==> src/hw/sfc_pkg.sv <==
// Purpose: Shared constants and types for the serial flash command front end
// Assumes: System clock of 50 MHz
// Notes: Timing counts are derived from the printed times
package sfc_pkg;

	localparam int SYS_CLK_MHZ = 50;
	// Internal power-on hold, microseconds
	localparam int SUPPLY_TO_SELECT_WAIT_US = 70;
	localparam int SUPPLY_TO_SELECT_WAIT_CYC = SUPPLY_TO_SELECT_WAIT_US * SYS_CLK_MHZ;
	// Delay before the first program or erase, milliseconds
	localparam int FIRST_WRITE_WAIT_MS = 3;
	localparam int FIRST_WRITE_WAIT_CYC = FIRST_WRITE_WAIT_MS * 1000 * SYS_CLK_MHZ;

	// Frame field sizes in bits and address field bit positions
	localparam int OPCODE_BITS = 8;
	localparam int ADDR_BITS = 24;
	localparam int PAGE_MSB = 21;
	localparam int PAGE_LSB = 10;
	localparam int POS_MSB = 9;
	localparam int D2_DUMMY_BITS = 32;
	localparam int D4_DUMMY_BITS = 8;

	localparam logic [7:0] OP_D1 = 8'hd1;
	localparam logic [7:0] OP_D2 = 8'hd2;
	localparam logic [7:0] OP_D4 = 8'hd4;
	localparam logic [7:0] OP_D6 = 8'hd6;
	localparam logic [7:0] OP_D7 = 8'hd7;

	typedef enum logic [1:0] {
		ST_POR = 2'b00,
		ST_STANDBY = 2'b01,
		ST_SHIFT = 2'b10
	} sfc_state_t;

	typedef enum logic {
		SFC_MODE0 = 1'b0,
		SFC_MODE3 = 1'b1
	} sfc_mode_t;

	typedef struct packed {
		logic [7:0] opcode;
		logic [11:0] page_number_bits;
		logic [9:0] byte_position_bits;
	} sfc_cmd_t;

	// Opcodes that carry an address field: all but the listed ones
	function automatic logic has_addr(input logic [7:0] op);
		has_addr = !(op == OP_D7 || op == 8'h9f || op == 8'hb9 || op == 8'hab ||
			op == 8'hb0 || op == 8'hd0 || op == 8'h79);
	endfunction

	// Total header length: opcode, address and dummy bits
	function automatic logic [6:0] hdr_bits(input logic [7:0] op);
		if (!has_addr(op)) begin
			hdr_bits = 7'(OPCODE_BITS);
		end else if (op == OP_D2) begin
			hdr_bits = 7'(OPCODE_BITS + ADDR_BITS + D2_DUMMY_BITS);
		end else if (op == OP_D4 || op == OP_D6) begin
			hdr_bits = 7'(OPCODE_BITS + ADDR_BITS + D4_DUMMY_BITS);
		end else begin
			hdr_bits = 7'(OPCODE_BITS + ADDR_BITS);
		end
	endfunction

	// Array program and erase opcodes, held back after power-up
	function automatic logic is_prog_erase(input logic [7:0] op);
		is_prog_erase = (op == 8'h81 || op == 8'h82 || op == 8'h83 || op == 8'h85 ||
			op == 8'h86 || op == 8'h88 || op == 8'h89 || op == 8'h50 ||
			op == 8'h58 || op == 8'h59 || op == 8'h7c || op == 8'hc7);
	endfunction

endpackage

==> src/hw/sfc_pin_sync.sv <==
// Purpose: Two-stage synchroniser for the serial pins
// Assumes: Inputs are asynchronous to sys_clk
// Notes: Only the second stage is visible outside
`timescale 1ns/1ps
`default_nettype none
module sfc_pin_sync #(
	parameter int WIDTH = 3
) (
	// Clock and reset
	input wire logic sys_clk,
	input wire logic arst_n,
	// Pins
	input wire logic [WIDTH-1:0] async_in,
	output logic [WIDTH-1:0] sync_out
);

	logic [WIDTH-1:0] meta_q;

	for (genvar i = 0; i < WIDTH; i++) begin : g_bit
		always_ff @(posedge sys_clk or negedge arst_n) begin
			if (!arst_n) begin
				meta_q[i] <= 1'b0;
				sync_out[i] <= 1'b0;
			end else begin
				meta_q[i] <= async_in[i];
				sync_out[i] <= meta_q[i];
			end
		end
	end

endmodule
`default_nettype wire

==> src/hw/sfc_front.sv <==
// Purpose: Serial command front end of a page-organised serial flash
// Assumes: sck slower than a quarter of sys_clk; pins arrive asynchronously
// Notes: Decodes the header of each frame begun in standby with no write held back and hands out at most one command per frame
`timescale 1ns/1ps
`default_nettype none
module sfc_front
	import sfc_pkg::*;
#(
	parameter int FIRST_WRITE_CYC = FIRST_WRITE_WAIT_CYC
) (
	// Clock and reset
	input wire logic sys_clk,
	input wire logic arst_n,
	// Serial pins
	input wire logic cs_n,
	input wire logic sck,
	input wire logic si,
	output logic so_o,
	output logic so_oe,
	// Command side
	input wire logic [7:0] status_byte,
	output sfc_cmd_t cmd_q,
	output logic cmd_valid_q,
	// State
	output sfc_mode_t spi_mode_q,
	output logic standby_q,
	output logic write_allowed_q
);

	// ----------------------------------------
	// Pin synchronisation and edges
	// ----------------------------------------
	logic [2:0] pins_s;
	logic cs_s, sck_s, si_s, cs_prev_q, sck_prev_q;
	logic cs_fall, cs_rise, sck_rise, sck_fall;

	// Select goes in inverted so a cleared synchroniser reads as deselected, avoiding a false fall after reset
	sfc_pin_sync #(.WIDTH(3)) u_sync (
		.sys_clk(sys_clk),
		.arst_n(arst_n),
		.async_in({~cs_n, sck, si}),
		.sync_out(pins_s)
	);

	assign cs_s = ~pins_s[2];
	assign sck_s = pins_s[1];
	assign si_s = pins_s[0];

	always_ff @(posedge sys_clk or negedge arst_n) begin
		if (!arst_n) begin
			cs_prev_q <= 1'b1;
			sck_prev_q <= 1'b1;
		end else begin
			cs_prev_q <= cs_s;
			sck_prev_q <= sck_s;
		end
	end

	assign cs_fall = cs_prev_q & ~cs_s;
	assign cs_rise = ~cs_prev_q & cs_s;
	assign sck_rise = ~sck_prev_q & sck_s;
	assign sck_fall = sck_prev_q & ~sck_s;

	// ----------------------------------------
	// Power-on hold and first write delay
	// ----------------------------------------
	sfc_state_t state_q;
	logic [11:0] por_cnt_q;
	logic [31:0] wr_cnt_q;

	always_ff @(posedge sys_clk or negedge arst_n) begin
		if (!arst_n) begin
			wr_cnt_q <= 32'h0;
			write_allowed_q <= 1'b0;
		end else if (!write_allowed_q) begin
			wr_cnt_q <= wr_cnt_q + 32'h1;
			write_allowed_q <= (wr_cnt_q == 32'(FIRST_WRITE_CYC - 1));
		end
	end

	// ----------------------------------------
	// Frame state and header shifter
	// ----------------------------------------
	logic [6:0] bit_cnt_q, bit_n;
	logic [30:0] shreg_q;
	logic [7:0] op_q, cur_op, new_byte;
	logic [23:0] new_addr;
	logic issued_q, pending_q, hdr_done;

	assign bit_n = bit_cnt_q + 7'h1;
	assign new_byte = {shreg_q[6:0], si_s};
	assign new_addr = {shreg_q[22:0], si_s};
	assign cur_op = (bit_n == 7'(OPCODE_BITS)) ? new_byte : op_q;
	assign hdr_done = (state_q == ST_SHIFT) && !cs_rise && sck_rise && !issued_q &&
		(bit_n == hdr_bits(cur_op));

	always_ff @(posedge sys_clk or negedge arst_n) begin
		if (!arst_n) begin
			state_q <= ST_POR;
			por_cnt_q <= 12'h0;
			standby_q <= 1'b0;
		end else begin
			case (state_q)
				ST_POR: begin
					// Pins are not looked at while the hold runs
					por_cnt_q <= por_cnt_q + 12'h1;
					if (por_cnt_q == 12'(SUPPLY_TO_SELECT_WAIT_CYC - 1)) begin
						state_q <= ST_STANDBY;
						standby_q <= 1'b1;
					end
				end
				ST_STANDBY: begin
					// A held-back write blocks new frames so it cannot be overtaken
					if (cs_fall && !pending_q) begin
						state_q <= ST_SHIFT;
						standby_q <= 1'b0;
					end
				end
				default: begin
					if (cs_rise) begin
						state_q <= ST_STANDBY;
						standby_q <= 1'b1;
					end
				end
			endcase
		end
	end

	always_ff @(posedge sys_clk or negedge arst_n) begin
		if (!arst_n) begin
			bit_cnt_q <= 7'h0;
			shreg_q <= 31'h0;
			op_q <= 8'h0;
			issued_q <= 1'b0;
		end else if (state_q == ST_STANDBY && cs_fall) begin
			bit_cnt_q <= 7'h0;
			issued_q <= 1'b0;
		end else if (state_q == ST_SHIFT && sck_rise && !issued_q) begin
			shreg_q <= {shreg_q[29:0], si_s};
			bit_cnt_q <= bit_n;
			if (bit_n == 7'(OPCODE_BITS)) begin
				op_q <= new_byte;
			end
			if (hdr_done) begin
				issued_q <= 1'b1;
			end
		end
	end

	// ----------------------------------------
	// Command hand-out
	// ----------------------------------------
	always_ff @(posedge sys_clk or negedge arst_n) begin
		if (!arst_n) begin
			cmd_q <= '0;
		end else if (state_q == ST_SHIFT && sck_rise && !issued_q) begin
			if (bit_n == 7'(OPCODE_BITS)) begin
				cmd_q <= '0;
				cmd_q.opcode <= new_byte;
			end else if (bit_n == 7'(OPCODE_BITS + ADDR_BITS) && has_addr(op_q)) begin
				cmd_q.page_number_bits <= new_addr[PAGE_MSB:PAGE_LSB];
				cmd_q.byte_position_bits <= new_addr[POS_MSB:0];
			end
		end
	end

	always_ff @(posedge sys_clk or negedge arst_n) begin
		if (!arst_n) begin
			cmd_valid_q <= 1'b0;
			pending_q <= 1'b0;
		end else begin
			cmd_valid_q <= 1'b0;
			if (pending_q && write_allowed_q) begin
				cmd_valid_q <= 1'b1;
				pending_q <= 1'b0;
			end else if (hdr_done) begin
				if (is_prog_erase(cur_op) && !write_allowed_q) begin
					pending_q <= 1'b1;
				end else begin
					cmd_valid_q <= 1'b1;
				end
			end
		end
	end

	// ----------------------------------------
	// Clock mode and serial output
	// ----------------------------------------
	logic [7:0] tx_q;
	logic tx_on;

	assign tx_on = hdr_done && cur_op == OP_D7;

	always_ff @(posedge sys_clk or negedge arst_n) begin
		if (!arst_n) begin
			spi_mode_q <= SFC_MODE3;
		end else if (cs_fall && state_q != ST_POR) begin
			spi_mode_q <= sck_s ? SFC_MODE3 : SFC_MODE0;
		end
	end

	always_ff @(posedge sys_clk or negedge arst_n) begin
		if (!arst_n) begin
			so_oe <= 1'b0;
			so_o <= 1'b0;
			tx_q <= 8'h0;
		end else if (state_q != ST_SHIFT || cs_rise) begin
			so_oe <= 1'b0;
		end else if (tx_on) begin
			tx_q <= status_byte;
		end else if (sck_fall && issued_q && op_q == OP_D7) begin
			// Status repeats for as long as the host keeps clocking
			so_oe <= 1'b1;
			so_o <= tx_q[7];
			tx_q <= {tx_q[6:0], tx_q[7]};
		end
	end
endmodule
`default_nettype wire

==> config.mk <==
export PLATFORM = sky130hd
export DESIGN_NAME = sfc_front
export DESIGN_NICKNAME = d
export VERILOG_FILES = /design/src/hw/sfc_pkg.sv /design/src/hw/sfc_pin_sync.sv /design/src/hw/sfc_front.sv
export SDC_FILE = /design/constraint.sdc
export NUM_CORES = 1
export LEC_CHECK = 0
export ABC_CLOCK_PERIOD_IN_PS = 3000
export BUFFER_PORTS_ARGS = -buffer_cell sky130_fd_sc_hd__buf_2
export CAP_MARGIN = 20
export CORE_MARGIN = 2
export CORE_UTILIZATION = 42
export CTS_CLUSTER_SIZE = 40
export DETAILED_ROUTE_END_ITERATION = 12
export SETUP_SLACK_MARGIN = 0.15
export SYNTH_ARGS = -nofsm -noshare
export SYNTH_HDL_FRONTEND = slang
export SYNTH_HIERARCHICAL = 1
export SYNTH_SLANG_ARGS = --single-unit
==> constraint.sdc <==
create_clock -name sys_clk -period 3 [get_ports sys_clk]
set_input_delay 0.3 -clock sys_clk [delete_from_list [all_inputs] [get_ports sys_clk]]
set_output_delay 0.3 -clock sys_clk [all_outputs]
set_load 0.01 [all_outputs]
==> results.py <==
metrics = {
    "status": {
        "status": "finished clean",
    },
    "layout": {
        "layout_common_cells": "nand2_1 (178), dfrtp_1 (131), buf_2 (47)",
        "final_nets": 713,
        "antenna_cells": 0,
        "area_delta_synth_final_pct": 17.1,
        "layout_commonest_cell": "nand2_1",
        "drive_gt1_frac": 0.163,
        "fill_cells": 1362,
        "fin_util": 0.503,
    },
    "yosys": {
        "yosys.area_share.simple": 0.244,
        "synth_compound_area_frac": 0.0934,
        "yosys_register_bits": 135,
        "syn_area_sq_um": 6240,
        "yosysWarnings": 6,
        "synth_cell_types": 57,
        "synthArstFlopShare": 1.00,
        "syn_inst": 647,
        "synth_flop_cell": "dfrtp_1",
        "synth_edf_count": 0,
        "synth_area_leader_cell": "dfrtp_1",
        "yosys.area_share.xor_xnor": 0.0772,
        "syn_nets": 663,
        "synth_top_family_by_area": "simple AND/OR/NAND/NOR gates",
        "synth_mux_area_frac": 0.0122,
        "synth-adder-area-share": 0.00601,
        "synth_area_leaders": "dfrtp_1 (53%), nand2_1 (11%), xnor2_1 (5.2%), o21ai_0 (3.5%), xor2_1 (2.5%)",
        "synth_top_area_share": 0.529,
        "postSynthAreaPerCell_sq_um": 9.65,
        "seq_area_frac_synth": 0.542,
    },
    "pwr": {
        "netSwitchingPower_w": 0.000925,
        "clkPwrFrac": 0.511,
        "combPwrFrac": 0.014,
        "p_seq_frac": 0.475,
        "vdd_drop_max_mv": 0.401,
        "power_leakage_nw": 3.55,
        "power_switching_share": 0.240,
        "power_density_nw_per_um2": 527,
        "p_int_w": 0.00293,
    },
    "clock_network": {
        "root_buffer": "clkbuf_16",
        "clk-insertion-delay-late_ns": 0.43,
        "h-tree-depth": 4,
        "clkSinkCount": 135,
        "post_cts_buffers": 0,
        "cts_tree": "done",
        "clk_path_buf_depth": 2,
        "clk_pin_slew_ns": 0.06,
        "cts_inserted_buffers": 17,
    },
    "global_routing": {
        "antenna_found_initial": 0,
        "grt_start_max_net_pins": 82,
        "overflow": 0,
        "grt_pass1_vias": 4580,
        "grt_first_pass_wirelength_microns": 22500,
        "grt_use_total": 0.176,
    },
    "job": {
        "cap_violations": 0,
    },
    "worst_setup_path": {
        "cp_data_arrival_time_ns": 3.06,
        "critPathCaptureType": "flop",
        "critical_path_class": "flop to flop",
        "cp-start-kind": "flop",
        "critPathRequiredTime_ns": 3.31,
        "crit_fanout": 8,
    },
    "sta": {
        "fin_ws_ns": 0.254,
        "min_period_ns": 2.75,
        "fmax_mhz": 364,
        "fin_skew_ns": 0.00920,
        "tns_ns": 0,
        "grt_setup_unrepaired": "false",
        "min_period_over_period": 0.915,
        "finalHoldViolations": 0,
        "setup_viol": 0,
        "worstMarginPinSlew_ns": 0.747,
        "relSlewSlack": 0.502,
        "final_max_slew_viol_count": 0,
    },
    "routing": {
        "drt_iter0_drc": 273,
        "postRouteAntennaNets": 0,
        "drt_first_pass_iters": 7,
        "drcViolationCount": 0,
        "dr_total_vias": 4701,
        "post_drt_wl_per_cell_microns": 14.6,
        "routed_wl_microns": 13100,
        "vias_per_cell": 5.26,
    },
    "die": {
        "num_rows": 44,
        "die_x_microns": 126,
        "core_sq_um": 14500,
        "die_h_microns": 126,
        "ioPinCount": 49,
        "die_area_sq_um": 15900,
        "initial_core_util": 0.429,
    },
    "worst_hold_path": {
        "min-delay-path-class": "primary input to flop",
    },
    "placement": {
        "dp_slack_ns": 0.194,
        "gp_congestion": 0.820,
        "dp_hpwl_microns": 8830,
        "portBuffers": 48,
    },
}
-- sequential cells by signal (all words and copies together), names as in the netlist --
name and count:
bit_cnt_q 7, cmd_q 30, cmd_valid_q 1, cs_prev_q 1, issued_q 1, op_q 8, pending_q 1, por_cnt_q 12
sck_prev_q 1, shreg_q 21, so_o 1, so_oe 1, spi_mode_q 1, state_q 2, tx_q 8, u_sync/meta_q 3
u_sync/sync_out 3, wr_cnt_q 32, write_allowed_q 1
-- repair_timing --
action / in CTS / in global routing
setup endpoints to repair: 0 / 11
resized for setup: 0 / 5
hold endpoints to repair: 79 / 0
hold buffers: 3 / 0
-- worst paths after layout --
check | start | endpoint | slack (ns) | cells after the start
setup / recovery | bit_cnt_q[3] | pending_q | 0.25 | 7
hold / removal | cs_n | u_sync/meta_q[2] | 0.03 | 2
setup reg to reg | bit_cnt_q[3] | pending_q | 0.25 | 7
hold reg to reg | u_sync/meta_q[2] | u_sync/sync_out[2] | 0.35 | 0
max in group asynchronous | arst_n | shreg_q[4] | 1.78 | 3
min in group asynchronous | arst_n | wr_cnt_q[13] | 0.48 | 2
-- cells in the mapped netlist, types with 3 or more instances --
master	number
nand3_1	30
nand2_1	178
xor2_1	18
dfstp_2	3
ha_1	3
dfrtp_1	132
a211oi_1	3
nor4b_1	3
and3_1	12
o21ai_0	44
nand4_1	10
a21o_1	8
a21oi_1	6
nand2b_1	7
clkbuf_1	30
nor3b_1	4
nor4bb_1	3
nor4_1	5
xnor2_1	37
and4_1	4
inv_1	6
mux2_2	5
or3_1	3
nor2_1	30
a22o_1	10
nor2b_1	7
nor3_1	5
-- power by group through the flow --
stage | clock network (W) | registers, W | logic [W]
6_report | 0.00197 | 0.00183 | 0.0000541
5_1_grt | 0.00210 | 0.00183 | 0.0000637
4_1_cts | 0.00201 | 0.00183 | 0.0000580
3_5_place_dp | 0 | 0.00187 | 0.0000547
3_3_place_gp | 0 | 0.00187 | 0.0000529
2_1_floorplan | 0 | 0.00186 | 0.00000564
-- cell families after synthesis --
family,Yosys count
AND/OR/NAND/NOR,319
flip-flops,135
AO/OA/AOI/OAI,89
XOR/XNOR,55
buffers and inverters,39
multiplexers,7
adder cells (fa/ha/maj),3
-- layout make-up --
| type | instances | area (sq um) | area share |
|---|---|---|---|
| Clock buffer | 17 | 425 | 0.0582 |
| Clock inverter | 15 | 131 | 0.0180 |
| Inverter | 6 | 22.5 | 0.00308 |
| Multi-Input combinational cell | 473 | 2730 | 0.374 |
| Sequential cell | 135 | 3380 | 0.463 |
| Tap cell | 184 | 230 | 0.0315 |
| Timing Repair Buffer | 64 | 387 | 0.0529 |
-- critical path, stage by stage, from the launching register on --
cell	delay (ns)
dfrtp_1	0.46
or2_4	0.29
o32a_4	0.33
or4_4	0.53
and3_1	0.18
o21a_1	0.19
or3_1	0.37
a32o_1	0.27
-- per-stage QoR --
stage,hold WS [ns],instance area [sq um],std cells,total power (W)
after CTS,0.0148,7290,894,0.00390
final,0.0282,7310,894,0.00385
after global routing,0.0212,7310,894,0.00399
after floorplan,0.00441,6240,647,0.00187
after detailed placement,0.337,6710,859,0.00192
after global placement,0.334,6710,859,0.00192
-- metal layers --
layer | part of all wire | GRT usage
met1 | 0.48 | 0.237
met2 | 0.47 | 0.275
met3 | 0.038 | 0.0501
met4 | 0.014 | 0.0582
met5 | 0 | 0
(Power assumes the default switching activity.)
